`config.mk`:
```
export PLATFORM = sky130hd
export DESIGN_NAME = mdio_mmd_port
export DESIGN_NICKNAME = d
export VERILOG_FILES = /design/src/design/mdio_mmd_pkg.sv /design/src/design/link_sample_if.sv /design/src/design/mdio_mmd_port.sv /design/src/design/pin_sync.sv
export SDC_FILE = /design/constraint.sdc
export NUM_CORES = 1
export LEC_CHECK = 0
export ABC_CLOCK_PERIOD_IN_PS = 2100
export BUFFER_PORTS_ARGS = -buffer_cell sky130_fd_sc_hd__buf_2
export CAP_MARGIN = 20
export CELL_PAD_IN_SITES_DETAIL_PLACEMENT = 0
export CELL_PAD_IN_SITES_GLOBAL_PLACEMENT = 2
export CORE_MARGIN = 5
export CORE_UTILIZATION = 36
export CTS_BUF_LIST = sky130_fd_sc_hd__clkbuf_4
export DETAILED_ROUTE_END_ITERATION = 16
export PLACE_DENSITY = 0.84
export REMOVE_ABC_BUFFERS = 1
export SLEW_MARGIN = 20
export SYNTH_ARGS = -nofsm -noshare
export SYNTH_HDL_FRONTEND = slang
export SYNTH_HIERARCHICAL = 1
export SYNTH_SLANG_ARGS = --single-unit
```
`constraint.sdc`:
```
create_clock -name mclk_i -period 2.1 [get_ports mclk_i]
set_clock_uncertainty 0.15 [all_clocks]
set_input_delay 0.21 -clock mclk_i [delete_from_list [all_inputs] [get_ports mclk_i]]
set_output_delay 0.21 -clock mclk_i [all_outputs]
set_load 0.02 [all_outputs]
```
`src/design/mdio_mmd_pkg.sv`:
```
/*
  Shared constants for the management frame slave: field lengths,
  opcodes, the accepted device type, reset values and the frame states.
  Assumes a SystemVerilog-2012 tool flow; imported whole by the modules.
*/
`default_nettype none

package mdio_mmd_pkg;

  // Frame layout
  localparam int unsigned FRAME_BITS = 64;
  localparam int unsigned PREAMBLE_LEN = 32;
  localparam int unsigned COUNT_W = 4;
  localparam int unsigned ONES_W = 6;
  localparam int unsigned PORT_BITS = 5;
  localparam int unsigned DEVICE_BITS = 5;
  localparam int unsigned DATA_BITS = 16;
  localparam logic [ONES_W-1:0] PREAMBLE_BITS = 6'h20;
  localparam logic [ONES_W-1:0] ONES_CLEAR = 6'h00;
  localparam logic [ONES_W-1:0] ONES_FIRST = 6'h01;

  // Last index of each field, counted down to zero
  localparam logic [COUNT_W-1:0] COUNT_ZERO = 4'h0;
  localparam logic [COUNT_W-1:0] OPCODE_LAST = 4'h1;
  localparam logic [COUNT_W-1:0] PORT_LAST = 4'h4;
  localparam logic [COUNT_W-1:0] DEVICE_LAST = 4'h4;
  localparam logic [COUNT_W-1:0] TURN_LAST = 4'h1;
  localparam logic [COUNT_W-1:0] DATA_LAST = 4'hF;

  // Opcodes
  localparam logic [1:0] OP_SET_ADDRESS = 2'h0;
  localparam logic [1:0] OP_WRITE = 2'h1;
  localparam logic [1:0] OP_READ_INC = 2'h2;
  localparam logic [1:0] OP_READ = 2'h3;

  // Only this device type is answered
  localparam logic [DEVICE_BITS-1:0] DEVICE_TYPE_SELECT = 5'h01;

  // Reset values
  localparam logic [DATA_BITS-1:0] RESET_WORD = 16'h0000;
  localparam logic [PORT_BITS-1:0] RESET_PORT = 5'h00;

  // Positions on the sampled line bus
  localparam int unsigned LINE_PINS = 2;
  localparam int unsigned LINE_MDC = 1;
  localparam int unsigned LINE_MDIO = 0;

  typedef enum logic [5:0] {
    ST_HUNT   = 6'b00_0001,
    ST_OPCODE = 6'b00_0010,
    ST_PORT   = 6'b00_0100,
    ST_DEVICE = 6'b00_1000,
    ST_TURN   = 6'b01_0000,
    ST_DATA   = 6'b10_0000
  } frame_state_e;

endpackage : mdio_mmd_pkg

`default_nettype wire

```
`src/design/link_sample_if.sv`:
```
/*
  Carrier for synchronised pin levels and their edge pulses.
  Assumes one producer (pin_sync) and one consumer on the same clock.
*/
`timescale 1ns/1ps
`default_nettype none

interface link_sample_if #(
  parameter int unsigned WIDTH = 1
);
  logic [WIDTH-1:0] level;
  logic [WIDTH-1:0] rise;
  logic [WIDTH-1:0] fall;

  modport source (
    output level,
    output rise,
    output fall
  );

  modport sink (
    input level,
    input rise,
    input fall
  );
endinterface : link_sample_if

`default_nettype wire

```
`src/design/mdio_mmd_port.sv`:
```
/*
  Management frame slave: decodes address, write, read and
  read-with-increment frames on the MDC/MDIO pair and answers reads.
  Assumes mclk_i is many times faster than MDC and that the pad
  resolves the MDIO wire from mdio_o and mdio_oe_o.
*/
`timescale 1ns/1ps
`default_nettype none

// How it works
// - Whole frames are decoded by hardware with no software help.
// - Reply word is taken at device-type end, before turnaround, and shifted out.
// - A one-cycle done pulse marks each complete accepted frame.
// - Mismatched port or device type: frame dropped, no store, no drive.
// - Optional match pulse after a matching port and device-type pair.
// - Frame is 32 preamble ones plus a 32-bit command body.
// - All fields shift most significant bit first.
// - Line is released between frames; enable low when idle.
// - Two zeros after the preamble open the frame.
// - Opcode 00 latches the address; 01 writes data to it.
// - Opcodes 11 and 10 return data; software steps the address.
// - Reads: first turnaround undriven, second driven zero, then 16 bits.
// - Port address is five bits, from pins or software.
// - Device-type field is five bits; only type 1 answers.
// - Address/data field is exactly sixteen bits.
module mdio_mmd_port
  import mdio_mmd_pkg::*;
(
  input wire logic mclk_i,
  input wire logic rst_n_i,
  input wire logic mdc_i,
  input wire logic mdio_i,
  input wire logic [PORT_BITS-1:0] port_address_pins_i,
  input wire logic [PORT_BITS-1:0] port_address_sw_i,
  input wire logic port_address_use_pins_i,
  input wire logic match_event_enable_i,
  input wire logic [DATA_BITS-1:0] reply_data_i,
  input wire logic address_step_i,
  output logic mdio_o,
  output logic mdio_oe_o,
  output logic [DATA_BITS-1:0] captured_register_address_o,
  output logic [DATA_BITS-1:0] write_data_o,
  output logic write_strobe_o,
  output logic frame_done_o,
  output logic [1:0] frame_opcode_o,
  output logic match_event_o,
  output logic frame_active_o
);

  function automatic logic is_read_op(input logic [1:0] op);
    is_read_op = (op == OP_READ) || (op == OP_READ_INC);
  endfunction : is_read_op

  link_sample_if #(.WIDTH(LINE_PINS)) line_bus ();
  link_sample_if #(.WIDTH(PORT_BITS)) strap_bus ();

  pin_sync #(.WIDTH(LINE_PINS)) line_sync (
    .clk_i(mclk_i),
    .rst_n_i(rst_n_i),
    .pins_i({mdc_i, mdio_i}),
    .sample(line_bus.source)
  );

  pin_sync #(.WIDTH(PORT_BITS)) strap_sync (
    .clk_i(mclk_i),
    .rst_n_i(rst_n_i),
    .pins_i(port_address_pins_i),
    .sample(strap_bus.source)
  );

  frame_state_e state;
  frame_state_e next_state;
  logic [COUNT_W-1:0] bit_count;
  logic [COUNT_W-1:0] next_count;
  logic [ONES_W-1:0] ones_count;
  logic zero_after_pre;
  logic [1:0] opcode;
  logic port_ok;
  logic [DATA_BITS-1:0] rx_shift;
  logic [DATA_BITS-1:0] tx_shift;

  // Bit timing taken from the synchronised MDC rise
  wire bit_tick = line_bus.rise[LINE_MDC];
  wire line_bit = line_bus.level[LINE_MDIO];

  // Frame start hunting
  wire preamble_full = (ones_count == PREAMBLE_BITS);
  wire start_seen = bit_tick & ~line_bit & zero_after_pre;
  wire [ONES_W-1:0] ones_step = (ones_count == PREAMBLE_BITS) ? ones_count
                                : ones_count + ONES_FIRST;
  wire [ONES_W-1:0] next_ones = line_bit ? ones_step : ONES_CLEAR;

  // Field decode
  wire [DATA_BITS-1:0] shifted = {rx_shift[DATA_BITS-2:0], line_bit};
  wire [PORT_BITS-1:0] field5 = shifted[PORT_BITS-1:0];
  wire [PORT_BITS-1:0] expected_port = port_address_use_pins_i ? strap_bus.level
                                       : port_address_sw_i;
  wire field_end = bit_tick & (bit_count == COUNT_ZERO) & ~start_seen;
  wire in_frame = (state != ST_HUNT);
  wire opcode_end = field_end & (state == ST_OPCODE);
  wire port_end = field_end & (state == ST_PORT);
  wire device_end = field_end & (state == ST_DEVICE);
  wire data_end = field_end & (state == ST_DATA);
  wire device_ok = (field5 == DEVICE_TYPE_SELECT);
  wire frame_match = port_ok & device_ok;
  wire read_frame = is_read_op(opcode);

  // Line drive points for reads
  wire live_tick = bit_tick & ~start_seen;
  wire turn_first_end = live_tick & (state == ST_TURN) & (bit_count == TURN_LAST)
                        & read_frame;
  wire shift_out = live_tick & read_frame
                   & (((state == ST_TURN) & (bit_count == COUNT_ZERO))
                   | ((state == ST_DATA) & (bit_count != COUNT_ZERO)));
  wire release_line = data_end | start_seen | (device_end & ~frame_match);

  // Frame sequencing
  always_comb
  begin
    next_state = state;
    next_count = bit_count;
    if (start_seen)
    begin
      next_state = ST_OPCODE;
      next_count = OPCODE_LAST;
    end
    else if (bit_tick && in_frame)
    begin
      if (bit_count != COUNT_ZERO)
      begin
        next_count = bit_count - COUNT_W'(1);
      end
      else
      begin
        unique case (state)
          ST_HUNT:
          begin
            next_state = ST_HUNT;
          end
          ST_OPCODE:
          begin
            next_state = ST_PORT;
            next_count = PORT_LAST;
          end
          ST_PORT:
          begin
            next_state = ST_DEVICE;
            next_count = DEVICE_LAST;
          end
          ST_DEVICE:
          begin
            next_state = frame_match ? ST_TURN : ST_HUNT;
            next_count = TURN_LAST;
          end
          ST_TURN:
          begin
            next_state = ST_DATA;
            next_count = DATA_LAST;
          end
          ST_DATA:
          begin
            next_state = ST_HUNT;
          end
          default:
          begin
            next_state = ST_HUNT;
          end
        endcase
      end
    end
  end

  always_ff @(posedge mclk_i or negedge rst_n_i)
  begin
    if (!rst_n_i)
    begin
      state <= ST_HUNT;
      bit_count <= COUNT_ZERO;
      frame_active_o <= 1'b0;
    end
    else
    begin
      state <= next_state;
      bit_count <= next_count;
      frame_active_o <= (next_state != ST_HUNT);
    end
  end

  // Preamble counter and start detector
  always_ff @(posedge mclk_i or negedge rst_n_i)
  begin
    if (!rst_n_i)
    begin
      ones_count <= ONES_CLEAR;
      zero_after_pre <= 1'b0;
    end
    else if (bit_tick)
    begin
      ones_count <= next_ones;
      zero_after_pre <= ~line_bit & preamble_full & ~zero_after_pre;
    end
  end

  // Receive shift register and header fields
  always_ff @(posedge mclk_i or negedge rst_n_i)
  begin
    if (!rst_n_i)
    begin
      rx_shift <= RESET_WORD;
      opcode <= OP_SET_ADDRESS;
      port_ok <= 1'b0;
    end
    else
    begin
      if (bit_tick)
      begin
        rx_shift <= shifted;
      end
      if (opcode_end)
      begin
        opcode <= shifted[1:0];
      end
      if (port_end)
      begin
        port_ok <= (field5 == expected_port);
      end
    end
  end

  // Completed frame results
  always_ff @(posedge mclk_i or negedge rst_n_i)
  begin
    if (!rst_n_i)
    begin
      captured_register_address_o <= RESET_WORD;
      write_data_o <= RESET_WORD;
      write_strobe_o <= 1'b0;
      frame_done_o <= 1'b0;
      frame_opcode_o <= OP_SET_ADDRESS;
      match_event_o <= 1'b0;
    end
    else
    begin
      write_strobe_o <= data_end & (opcode == OP_WRITE);
      frame_done_o <= data_end;
      match_event_o <= device_end & frame_match & match_event_enable_i;
      if (data_end)
      begin
        frame_opcode_o <= opcode;
      end
      if (data_end && (opcode == OP_WRITE))
      begin
        write_data_o <= shifted;
      end
      // Hardware latch beats a software step in the same cycle
      if (data_end && (opcode == OP_SET_ADDRESS))
      begin
        captured_register_address_o <= shifted;
      end
      else if (address_step_i)
      begin
        captured_register_address_o <= captured_register_address_o
                                       + DATA_BITS'(1);
      end
    end
  end

  // Reply serialiser and line driver
  always_ff @(posedge mclk_i or negedge rst_n_i)
  begin
    if (!rst_n_i)
    begin
      tx_shift <= RESET_WORD;
      mdio_o <= 1'b0;
      mdio_oe_o <= 1'b0;
    end
    else
    begin
      if (device_end && frame_match && read_frame)
      begin
        tx_shift <= reply_data_i;
      end
      else if (shift_out)
      begin
        tx_shift <= {tx_shift[DATA_BITS-2:0], 1'b0};
      end
      if (release_line)
      begin
        mdio_oe_o <= 1'b0;
        mdio_o <= 1'b0;
      end
      else if (turn_first_end)
      begin
        mdio_oe_o <= 1'b1;
        mdio_o <= 1'b0;
      end
      else if (shift_out)
      begin
        mdio_o <= tx_shift[DATA_BITS-1];
      end
    end
  end

endmodule : mdio_mmd_port

`default_nettype wire

```
`src/design/pin_sync.sv`:
```
/*
  Three-stage synchroniser for asynchronous pins with an agree filter
  and edge pulses. Assumes pins are slow against clk_i (MDC at 400 ns).
*/
`timescale 1ns/1ps
`default_nettype none

module pin_sync #(
  parameter int unsigned WIDTH = 1
) (
  input wire logic clk_i,
  input wire logic rst_n_i,
  input wire logic [WIDTH-1:0] pins_i,
  link_sample_if.source sample
);

  logic [WIDTH-1:0] stage1;
  logic [WIDTH-1:0] stage2;
  logic [WIDTH-1:0] stage3;
  logic [WIDTH-1:0] stable;
  wire [WIDTH-1:0] agree = ~(stage2 ^ stage3);
  wire [WIDTH-1:0] next_stable = (agree & stage3) | (~agree & stable);

  always_ff @(posedge clk_i or negedge rst_n_i)
  begin
    if (!rst_n_i)
    begin
      stage1 <= '0;
      stage2 <= '0;
      stage3 <= '0;
      stable <= '0;
    end
    else
    begin
      stage1 <= pins_i;
      stage2 <= stage1;
      stage3 <= stage2;
      stable <= next_stable;
    end
  end

  // Pulses lead the level by one cycle so users act on the same edge
  assign sample.level = stable;
  assign sample.rise = next_stable & ~stable;
  assign sample.fall = ~next_stable & stable;

endmodule : pin_sync

`default_nettype wire

```
==> results.yml, run 1 <==
grt:
  use_met2_pct: 23.86
  antenna_found_initial: 0
  grt_pass1_wl_um: 20990
  met3_usage_pct: 3.779
  grt_max_degree: 49
  met1_usage_pct: 19.33
  grt_busiest_layer: "met2"
  grt_use_total_pct: 14.80
  overflow: 0
  grt_pass1_vias: 4258
worst_setup_path:
  rrSetupSlack_ns: -0.09
  regToRegEndpoint: "captured_register_address_o[15]"
  reg2reg_from: "bit_count[1]"
  worst_setup_path_end_kind: "flop"
  worstSetupPathType: "reg2reg"
  critPathRequiredTime_ns: 2.36
  reg2reg_depth: 9
  crit_path_max_fanout: 7
  critical_path_arrival_ns: 2.45
  startpoint_type: "flop"
  cp-startpoint: "bit_count[1]"
timing:
  grt_setup_unrepaired: "yes"
  worstMarginPinSlew_ns: 0.5258
  hold_viol: 0
  maxSlewViolCount: 0
  holdWs_ns: 0.09891
  max_freq_mhz: 456.5
  finalCritPeriodShare_pct: 104.3
  setup-violations-final: 11
  layout_setup_ws_ns: -0.09049
  final.min_clock_period_ns: 2.190
  relSlewSlack_pct: 64.83
floorplan:
  die_area_sq_um: 17430
  core_sq_um: 14590
  io_pins: 73
  die_x_um: 132.0
  die_h_um: 132.0
  std_cell_rows: 44
  start_util_pct: 36.74
drt:
  finalWirelength_um: 12710
  vias: 4094
  via_per_inst: 4.999
  drt_iter0_drc: 150
  wire_per_inst_um: 15.52
  drc: 0
  first_pass_iters: 4
  drtAntennaViolNets: 0
yosys:
  syn_area_per_cell_sq_um: 11.99
  yosys_warnings: 6
  syn_inst: 447
  syn_area_sq_um: 5360
final_layout:
  synthToLayoutAreaGrowth_pct: 35.29
  layout-drive-gt1-share_pct: 40.47
  nets: 661
  utilization_pct: 49.71
  layout.cells.non_filler: 819
  antenna-diode-count: 0
clock_tree:
  cts_buffers: 17
  clk_path_buf_depth: 2
  clock_latency_ns: 0.53
  cts.sinks: 119
  tritoncts: "done"
  clockRootBuffer: "clkbuf_4"
  htreeDepth: 4
  clk_pin_slew_ns: 0.11
job:
  max_cap_viol_count: 0
placement:
  dp_cells: 743
  hpwl_um: 8742
  place_ws_ns: -0.1445
  routabilityCongestion: 0.8664
  port_buffers: 72
min_path:
  hp-class: "in2async"
run_status:
  status: "complete, but fails checks"
  violations: "negative setup slack"
pwr:
  power_mw: 5.874
  leakage_nw: 3.413
  ir_drop_uv: 316.8
  power.density_nw_per_um2: 810.0
-- critical path, stage by stage, from the launching register on --
cell and delay [ns]:
dfrtp_1 0.40, inv_2 0.09, ha_4 0.15, buf_6 0.09, and4bb_2 0.28, nand4_4 0.10, buf_4 0.16, nor3_2 0.12
buf_6 0.20, mux2_2 0.35
-- worst max path at each step --
stage	to	depth (start not counted)	slack, ns
2_1_floorplan	captured_register_address_o[15]	5	-1.14
3_3_place_gp	tx_shift[11]	8	-0.11
5_1_grt	captured_register_address_o[15]	9	-0.16
3_5_place_dp	tx_shift[12]	8	-0.14
6_report	captured_register_address_o[15]	9	-0.09
4_1_cts	write_data_o[15]	9	-0.06
-- placed cells by master (no fill, tap or decap), types with 14 or more instances in the layout --
cell type,n
nand2_1,42
dfrtp_1,116
nor2_1,17
dlygate4sd3_1,31
a22o_1,17
mux2_2,18
o21ai_0,26
clkbuf_4,18
buf_2,71
nand3_1,14
buf_4,58
mux2_4,16
-- area by class of cell --
| type | count | area, sq um |
|---|---|---|
| fillers | 1312 | 7337 |
| flip-flops and latches | 119 | 2982 |
| multi-input cells | 296 | 2327 |
| repair buffers | 177 | 1363 |
| well taps | 184 | 230.2 |
| clock inverters | 14 | 173.9 |
| clock buffers | 18 | 135.1 |
| inverters | 11 | 41.29 |
-- per-layer routing --
layer,vias up,part of all wire [%]
li1,1962,-
met1,2020,45
met2,95,48
met3,17,4.9
met4,0,1.6
met5,-,0
-- repair_timing --
action | in CTS | in global routing
buffers inserted | 4 | 4
setup endpoints to repair | 34 | 52
pin swaps | 3 | 19
cloned | 1 | 4
hold endpoints to repair | 147 | 0
resized for setup | 25 | 26
hold buffers | 32 | 0
-- flip-flops by register name, indices dropped and copies added, names as in the netlist, 2 cells and up --
signal                       count
state                            6
line_sync/stage2                 2
ones_count                       6
tx_shift                        16
strap_sync/sample.level          5
strap_sync/stage2                5
rx_shift                        15
strap_sync/stage3                5
strap_sync/stage1                5
captured_register_address_o     16
line_sync/stage3                 2
write_data_o                    16
frame_opcode_o                   2
line_sync/sample.level           2
bit_count                        4
line_sync/stage1                 2
opcode                           2
-- through the flow --
step / cell area, sq um / TNS (ns)
2_1_floorplan: 5225 / -39.57
3_3_place_gp: 6314 / -2.697
3_5_place_dp: 6314 / -3.694
4_1_cts: 7098 / -0.5482
5_1_grt: 7252 / -3.191
6_report: 7252 / -0.7756
-- report_power, final --
group / internal (mW) / switching (mW) / leakage (nW)
combinational: 0.583 / 0.670 / 1.74
clock: 0.851 / 0.923 / 0.159
sequential: 2.58 / 0.267 / 1.51
total: 4.01 / 1.86 / 3.41
(Power assumes the default switching activity.)
==> run 2, diff against run 1 <==
--- a/config.mk
+++ b/config.mk
@@ -14,6 +14,7 @@
 export CORE_UTILIZATION = 36
 export CTS_BUF_LIST = sky130_fd_sc_hd__clkbuf_4
 export DETAILED_ROUTE_END_ITERATION = 16
+export GPL_TIMING_DRIVEN = 0
 export PLACE_DENSITY = 0.84
 export REMOVE_ABC_BUFFERS = 1
 export SLEW_MARGIN = 20
@@ -21,3 +22,4 @@
 export SYNTH_HDL_FRONTEND = slang
 export SYNTH_HIERARCHICAL = 1
 export SYNTH_SLANG_ARGS = --single-unit
+export TNS_END_PERCENT = 5
==> run 2 against run 1 <==
Compared with the run above: the run still ends with negative setup slack left; non-clock buffer count is 52 lower; routed wire length is 4.4% lower; cell area is 5.6% lower; critical path depth is 3 lower.
==> results.yml, run 2 (same netlist as run 1, synthesis figures left out) <==
run_status:
  status: "complete, but fails checks"
  violations: "negative setup slack"
clock_tree:
  htreeDepth: 4
  clockRootBuffer: "clkbuf_4"
  cts_buffers: 17
  clock_latency_ns: 0.51
  cts.sinks: 119
  clk_path_buf_depth: 2
  clk_pin_slew_ns: 0.11
  tritoncts: "done"
final_layout:
  mostFrequentLayoutCells: "112 x dfrtp_1, 71 x buf_2, 42 x nand2_1, 31 x dlygate4sd3_1, 23 x o21ai_0"
  final_common_cell: "dfrtp_1"
  utilization_pct: 46.90
  synthToLayoutAreaGrowth_pct: 27.66
  layout-drive-gt1-share_pct: 36.13
  final_area_sq_um: 6843
  layout.cells.non_filler: 768
  nets: 610
  antenna-diode-count: 0
  top_regs: "captured_register_address_o x16, tx_shift x16, write_data_o x16"
  fill_cells: 1336
worst_setup_path:
  worstSetupPathType: "reg2reg"
  crit_path_max_fanout: 6
  critPathMaxStageDelay_ns: 0.39
  cp_num_buf_inv: 1
  critical_path_arrival_ns: 2.48
  cp_top_family: "simple AND/OR/NAND/NOR gates"
  path_cells: "and3b_4, and4bb_4, nand4_4, nor3b_4, buf_6, mux2_4"
  startpoint_type: "flop"
  worst_setup_path_end_kind: "flop"
  critPathRequiredTime_ns: 2.35
  crit_path_top_delay_cell: "dfrtp_1"
  reg2reg_depth: 6
  regToRegEndpoint: "write_data_o[15]"
  reg2reg_from: "line_sync/sample.level[1]"
  rrSetupSlack_ns: -0.13
floorplan:
  die_h_um: 132.0
  start_util_pct: 36.74
  die_area_sq_um: 17430
  core_sq_um: 14590
  std_cell_rows: 44
  die_x_um: 132.0
  io_pins: 73
min_path:
  hp-class: "in2async"
pwr:
  power_frac_comb_pct: 18.4
  ir_drop_uv: 395.1
  p_sw_mw: 1.817
  p_int_mw: 4.026
  clock_power_share_pct: 31.3
  p_sw_share_pct: 31.10
  leakage_nw: 3.148
  seqPwrFrac_pct: 50.3
  power_mw: 5.843
  power.density_nw_per_um2: 853.9
timing:
  fin_setup_tns_ns: -2.769
  relSlewSlack_pct: 53.83
  hold_viol: 0
  grt_setup_unrepaired: "yes"
  setup-violations-final: 42
  finalCritPeriodShare_pct: 106.1
  max_freq_mhz: 448.7
  maxSlewViolCount: 0
  final.min_clock_period_ns: 2.229
  layout_setup_ws_ns: -0.1287
  holdWs_ns: 0.05032
  worstMarginPinSlew_ns: 0.6925
drt:
  drt_iter0_drc: 346
  drc: 0
  finalWirelength_um: 12150
  vias: 3933
  first_pass_iters: 4
  wire_per_inst_um: 15.82
  via_per_inst: 5.121
  drtAntennaViolNets: 0
job:
  max_cap_viol_count: 0
placement:
  port_buffers: 72
  hpwl_um: 7714
  routabilityCongestion: 0.8297
  place_ws_ns: -1.638
  dp_cells: 684
  placed_cell_area_sq_um: 5883
grt:
  grt_pass1_vias: 4007
  grt_use_total_pct: 14.55
  overflow: 0
  grt_max_degree: 70
  antenna_found_initial: 0
  grt_pass1_wl_um: 20580
## run 2: cell types whose count changed in the layout (fill, tap and decap cells not counted), sizes merged
cell | previous run | this run
and3b | 1 | 2
buf | 144 | 94
bufinv | 3 | 4
clkbuf | 20 | 18
clkinv | 6 | 7
clkinvlp | 2 | 4
inv | 14 | 10
## run 2: power groups by stage
stage	combinational, mW	sequential [mW]	clock [mW]
after global placement	0.983	2.95	0
final	1.08	2.94	1.83
after floorplan	0.495	3.06	0
after detailed placement	1.01	2.97	0
after CTS	1.09	2.93	1.90
after global routing	1.21	3.00	2.00
## run 2: routing by layer
| layer | vias to the layer above | global-route usage (%) | share of wire (%) |
|---|---|---|---|
| li1 | 1861 | - | - |
| met1 | 1959 | 19.08 | 45 |
| met2 | 109 | 22.77 | 49 |
| met3 | 4 | 4.771 | 5.4 |
| met4 | 0 | 4.857 | 0.37 |
| met5 | - | 0 | 0 |
## run 2: how the worst max path moves through the flow
stage / startpoint / endpoint / slack [ns] / cells after the start
finish: line_sync/sample.level[1] / write_data_o[15] / -0.13 / 6
global route: line_sync/sample.level[1] / write_data_o[9] / -0.21 / 6
CTS: line_sync/sample.level[1] / write_data_o[5] / -0.13 / 7
detailed placement: line_sync/sample.level[1] / write_data_o[15] / -1.64 / 5
global placement: line_sync/sample.level[1] / captured_register_address_o[15] / -2.06 / 5
floorplan: line_sync/sample.level[1] / captured_register_address_o[15] / -1.14 / 5
## run 2: what timing repair did
item	CTS	global route
endpoints found under the setup margin	77	55
cloned	2	0
buffers inserted	21	1
resized for setup	39	14
pin swaps	6	3
hold buffers	31	0
endpoints found under the hold margin	147	0
## run 2: final cells by class
type                    count  area (sq um)  area share [%]
flip-flops and latches    119          2987           43.65
clock buffers              18         135.1           1.975
well taps                 184         230.2           3.364
repair buffers            125         897.1           13.11
inverters                  11         41.29          0.6034
clock inverters            14         182.7           2.670
multi-input cells         297          2370           34.63
==> run 3, diff against run 2 <==
--- a/config.mk
+++ b/config.mk
@@ -14,7 +14,7 @@
 export CORE_UTILIZATION = 36
 export CTS_BUF_LIST = sky130_fd_sc_hd__clkbuf_4
 export DETAILED_ROUTE_END_ITERATION = 16
-export GPL_TIMING_DRIVEN = 0
+export MAX_ROUTING_LAYER = met4
 export PLACE_DENSITY = 0.84
 export REMOVE_ABC_BUFFERS = 1
 export SLEW_MARGIN = 20
==> run 3 against run 2 <==
Compared with the run above: cell area up 5.2%; worst hold slack gained 0.051 ns; power grew 0.52%; worst setup slack improved by 0.040 ns; global-route usage is 0.71 points higher; sequential share of layout area fell by 2.2 points; clock power is 3% lower; critical endpoint unchanged; routed wire length rose by 2.7%; via count increased by 4.1%; sequential power down 3%; the flow still finishes with violations (negative setup slack); largest power group unchanged.
==> results.yml, run 3 (same netlist as run 1, synthesis figures left out) <==
drt:
  drc: 0
  finalWirelength_um: 12480
  first_pass_iters: 4
  vias: 4094
  drt_iter0_drc: 161
  via_per_inst: 5.011
  drtAntennaViolNets: 0
  wire_per_inst_um: 15.28
pwr:
  power.density_nw_per_um2: 815.7
  ir_drop_uv: 342.7
  leakage_nw: 3.387
clock_tree:
  htreeDepth: 4
  clk_path_buf_depth: 2
  clock_latency_ns: 0.53
  clockRootBuffer: "clkbuf_4"
  cts_buffers: 17
  cts.sinks: 119
  clk_pin_slew_ns: 0.11
  tritoncts: "done"
worst_setup_path:
  cp_num_buf_inv: 4
  worst_setup_path_end_kind: "flop"
  regToRegEndpoint: "write_data_o[15]"
  crit_path_top_delay_cell: "dfrtp_1"
  reg2reg_depth: 9
  crit_path_max_fanout: 8
  critPathRequiredTime_ns: 2.36
  startpoint_type: "flop"
  worstSetupPathType: "reg2reg"
  cp_top_family: "simple AND/OR/NAND/NOR gates"
  rrSetupSlack_ns: -0.09
  reg2reg_from: "bit_count[1]"
  path_cells: "inv_2, ha_4, buf_6, and4bb_2, nand4_4, nor3b_4, buf_4, buf_12, mux2_4"
  critical_path_arrival_ns: 2.45
  critPathMaxStageDelay_ns: 0.40
run_status:
  violations: "negative setup slack"
  status: "complete, but fails checks"
final_layout:
  synthToLayoutAreaGrowth_pct: 34.34
  layout.cells.non_filler: 817
  fill_cells: 1318
  top_regs: "captured_register_address_o x16, tx_shift x16, write_data_o x16"
  register_area_sq_um: 2982
  mostFrequentLayoutCells: "116 x dfrtp_1, 72 x buf_2, 59 x buf_4, 42 x nand2_1, 31 x dlygate4sd3_1"
  final_common_cell: "dfrtp_1"
  multi_input_area_sq_um: 2320
  antenna-diode-count: 0
  layout-drive-gt1-share_pct: 40.28
  nets: 659
grt:
  grt_max_degree: 49
  overflow: 0
  grt_pass1_vias: 4265
  antenna_found_initial: 0
  grt_use_total_pct: 15.26
  grt_pass1_wl_um: 20970
timing:
  hold_viol: 0
  maxSlewViolCount: 0
  worstMarginPinSlew_ns: 0.5309
  finalCritPeriodShare_pct: 104.2
  final.min_clock_period_ns: 2.189
  grt_setup_unrepaired: "yes"
  layout_setup_ws_ns: -0.08878
  max_freq_mhz: 456.9
  relSlewSlack_pct: 64.49
  setup-violations-final: 19
floorplan:
  core_sq_um: 14590
  start_util_pct: 36.74
  io_pins: 73
  std_cell_rows: 44
  die_h_um: 132.0
  die_area_sq_um: 17430
  die_x_um: 132.0
job:
  max_cap_viol_count: 0
min_path:
  hp-class: "in2async"
placement:
  hpwl_um: 8742
  dp_cells: 743
  port_buffers: 72
  routabilityCongestion: 0.8804
  place_ws_ns: -0.1445
## run 3: cell count changes in the layout (fill, tap and decap cells not counted), moves of 4 or more
cell | before | now
clkinv_2 | 4 | 0
buf_4 | 16 | 59
buf_12 | 0 | 4
inv_6 | 0 | 4
dfrtp_2 | 6 | 2
dfrtp_1 | 112 | 116
## run 3: what timing repair did
| item | 4_1_cts | 5_1_grt |
|---|---|---|
| endpoints found under the hold margin | 147 | 0 |
| gates cloned | 1 | 1 |
| gates resized for setup | 25 | 23 |
| endpoints found under the setup margin | 34 | 52 |
| setup buffers | 4 | 4 |
| pin swaps | 3 | 16 |
| hold buffers | 32 | 0 |
## run 3: metal layers
layer | wire [um] | global-route usage, % | up-vias | share of wire, %
li1 | - | - | 1956 | -
met1 | 5669 | 19.36 | 2029 | 45
met2 | 6001 | 23.92 | 93 | 48
met3 | 621 | 3.740 | 16 | 5.0
met4 | 189 | 5.314 | 0 | 1.5
met5 | 0 | - | - | 0
## run 3: final cells by class
type                       instances  share of cell area, %
sequential                       119                  41.41
multi-input combinational        296                  32.22
timing repair buffer             175                  18.31
tap                              184                  3.197
clock inverter                    14                  2.415
clock buffer                      18                  1.877
inverter                          11                 0.5734
## run 3: how the worst max path moves through the flow
stage,to,depth (start not counted),slack (ns),startpoint
after floorplan,captured_register_address_o[15],5,-1.14,line_sync/sample.level[1]
after global placement,tx_shift[11],8,-0.11,bit_count[0]
after detailed placement,tx_shift[12],8,-0.14,bit_count[1]
after CTS,write_data_o[15],9,-0.06,bit_count[1]
after global routing,write_data_o[14],9,-0.16,bit_count[1]
final,write_data_o[15],9,-0.09,bit_count[1]
## run 3: power by group
part / switching, mW / internal (mW)
combinational: 0.672 / 0.586
clock: 0.918 / 0.851
sequential: 0.267 / 2.58
## run 3: worst register-to-register path: cells and delay by family (launching register included)
| kind | cells | cell delay [ns] |
|---|---|---|
| fa+ha+maj | 1 | 0.15 |
| simple gates | 3 | 0.61 |
| flops | 1 | 0.40 |
| mux | 1 | 0.30 |
| buf+inv | 4 | 0.47 |
## run 3: metrics by stage
step / util (%) / TNS [ns] / power (mW) / hold WS, ns / cell area [sq um]
6_report: 49.36 / -1.119 / 5.873 / 0.1009 / 7201
5_1_grt: 49.36 / -3.505 / 6.209 / 0.06672 / 7201
4_1_cts: 48.65 / -0.5482 / 5.957 / 0.06710 / 7098
3_5_place_dp: 43.28 / -3.694 / 4.095 / 0.06142 / 6314
3_3_place_gp: 43.28 / -2.697 / 4.054 / 0.05987 / 6314
2_1_floorplan: - / -39.57 / 3.555 / -0.2356 / 5225
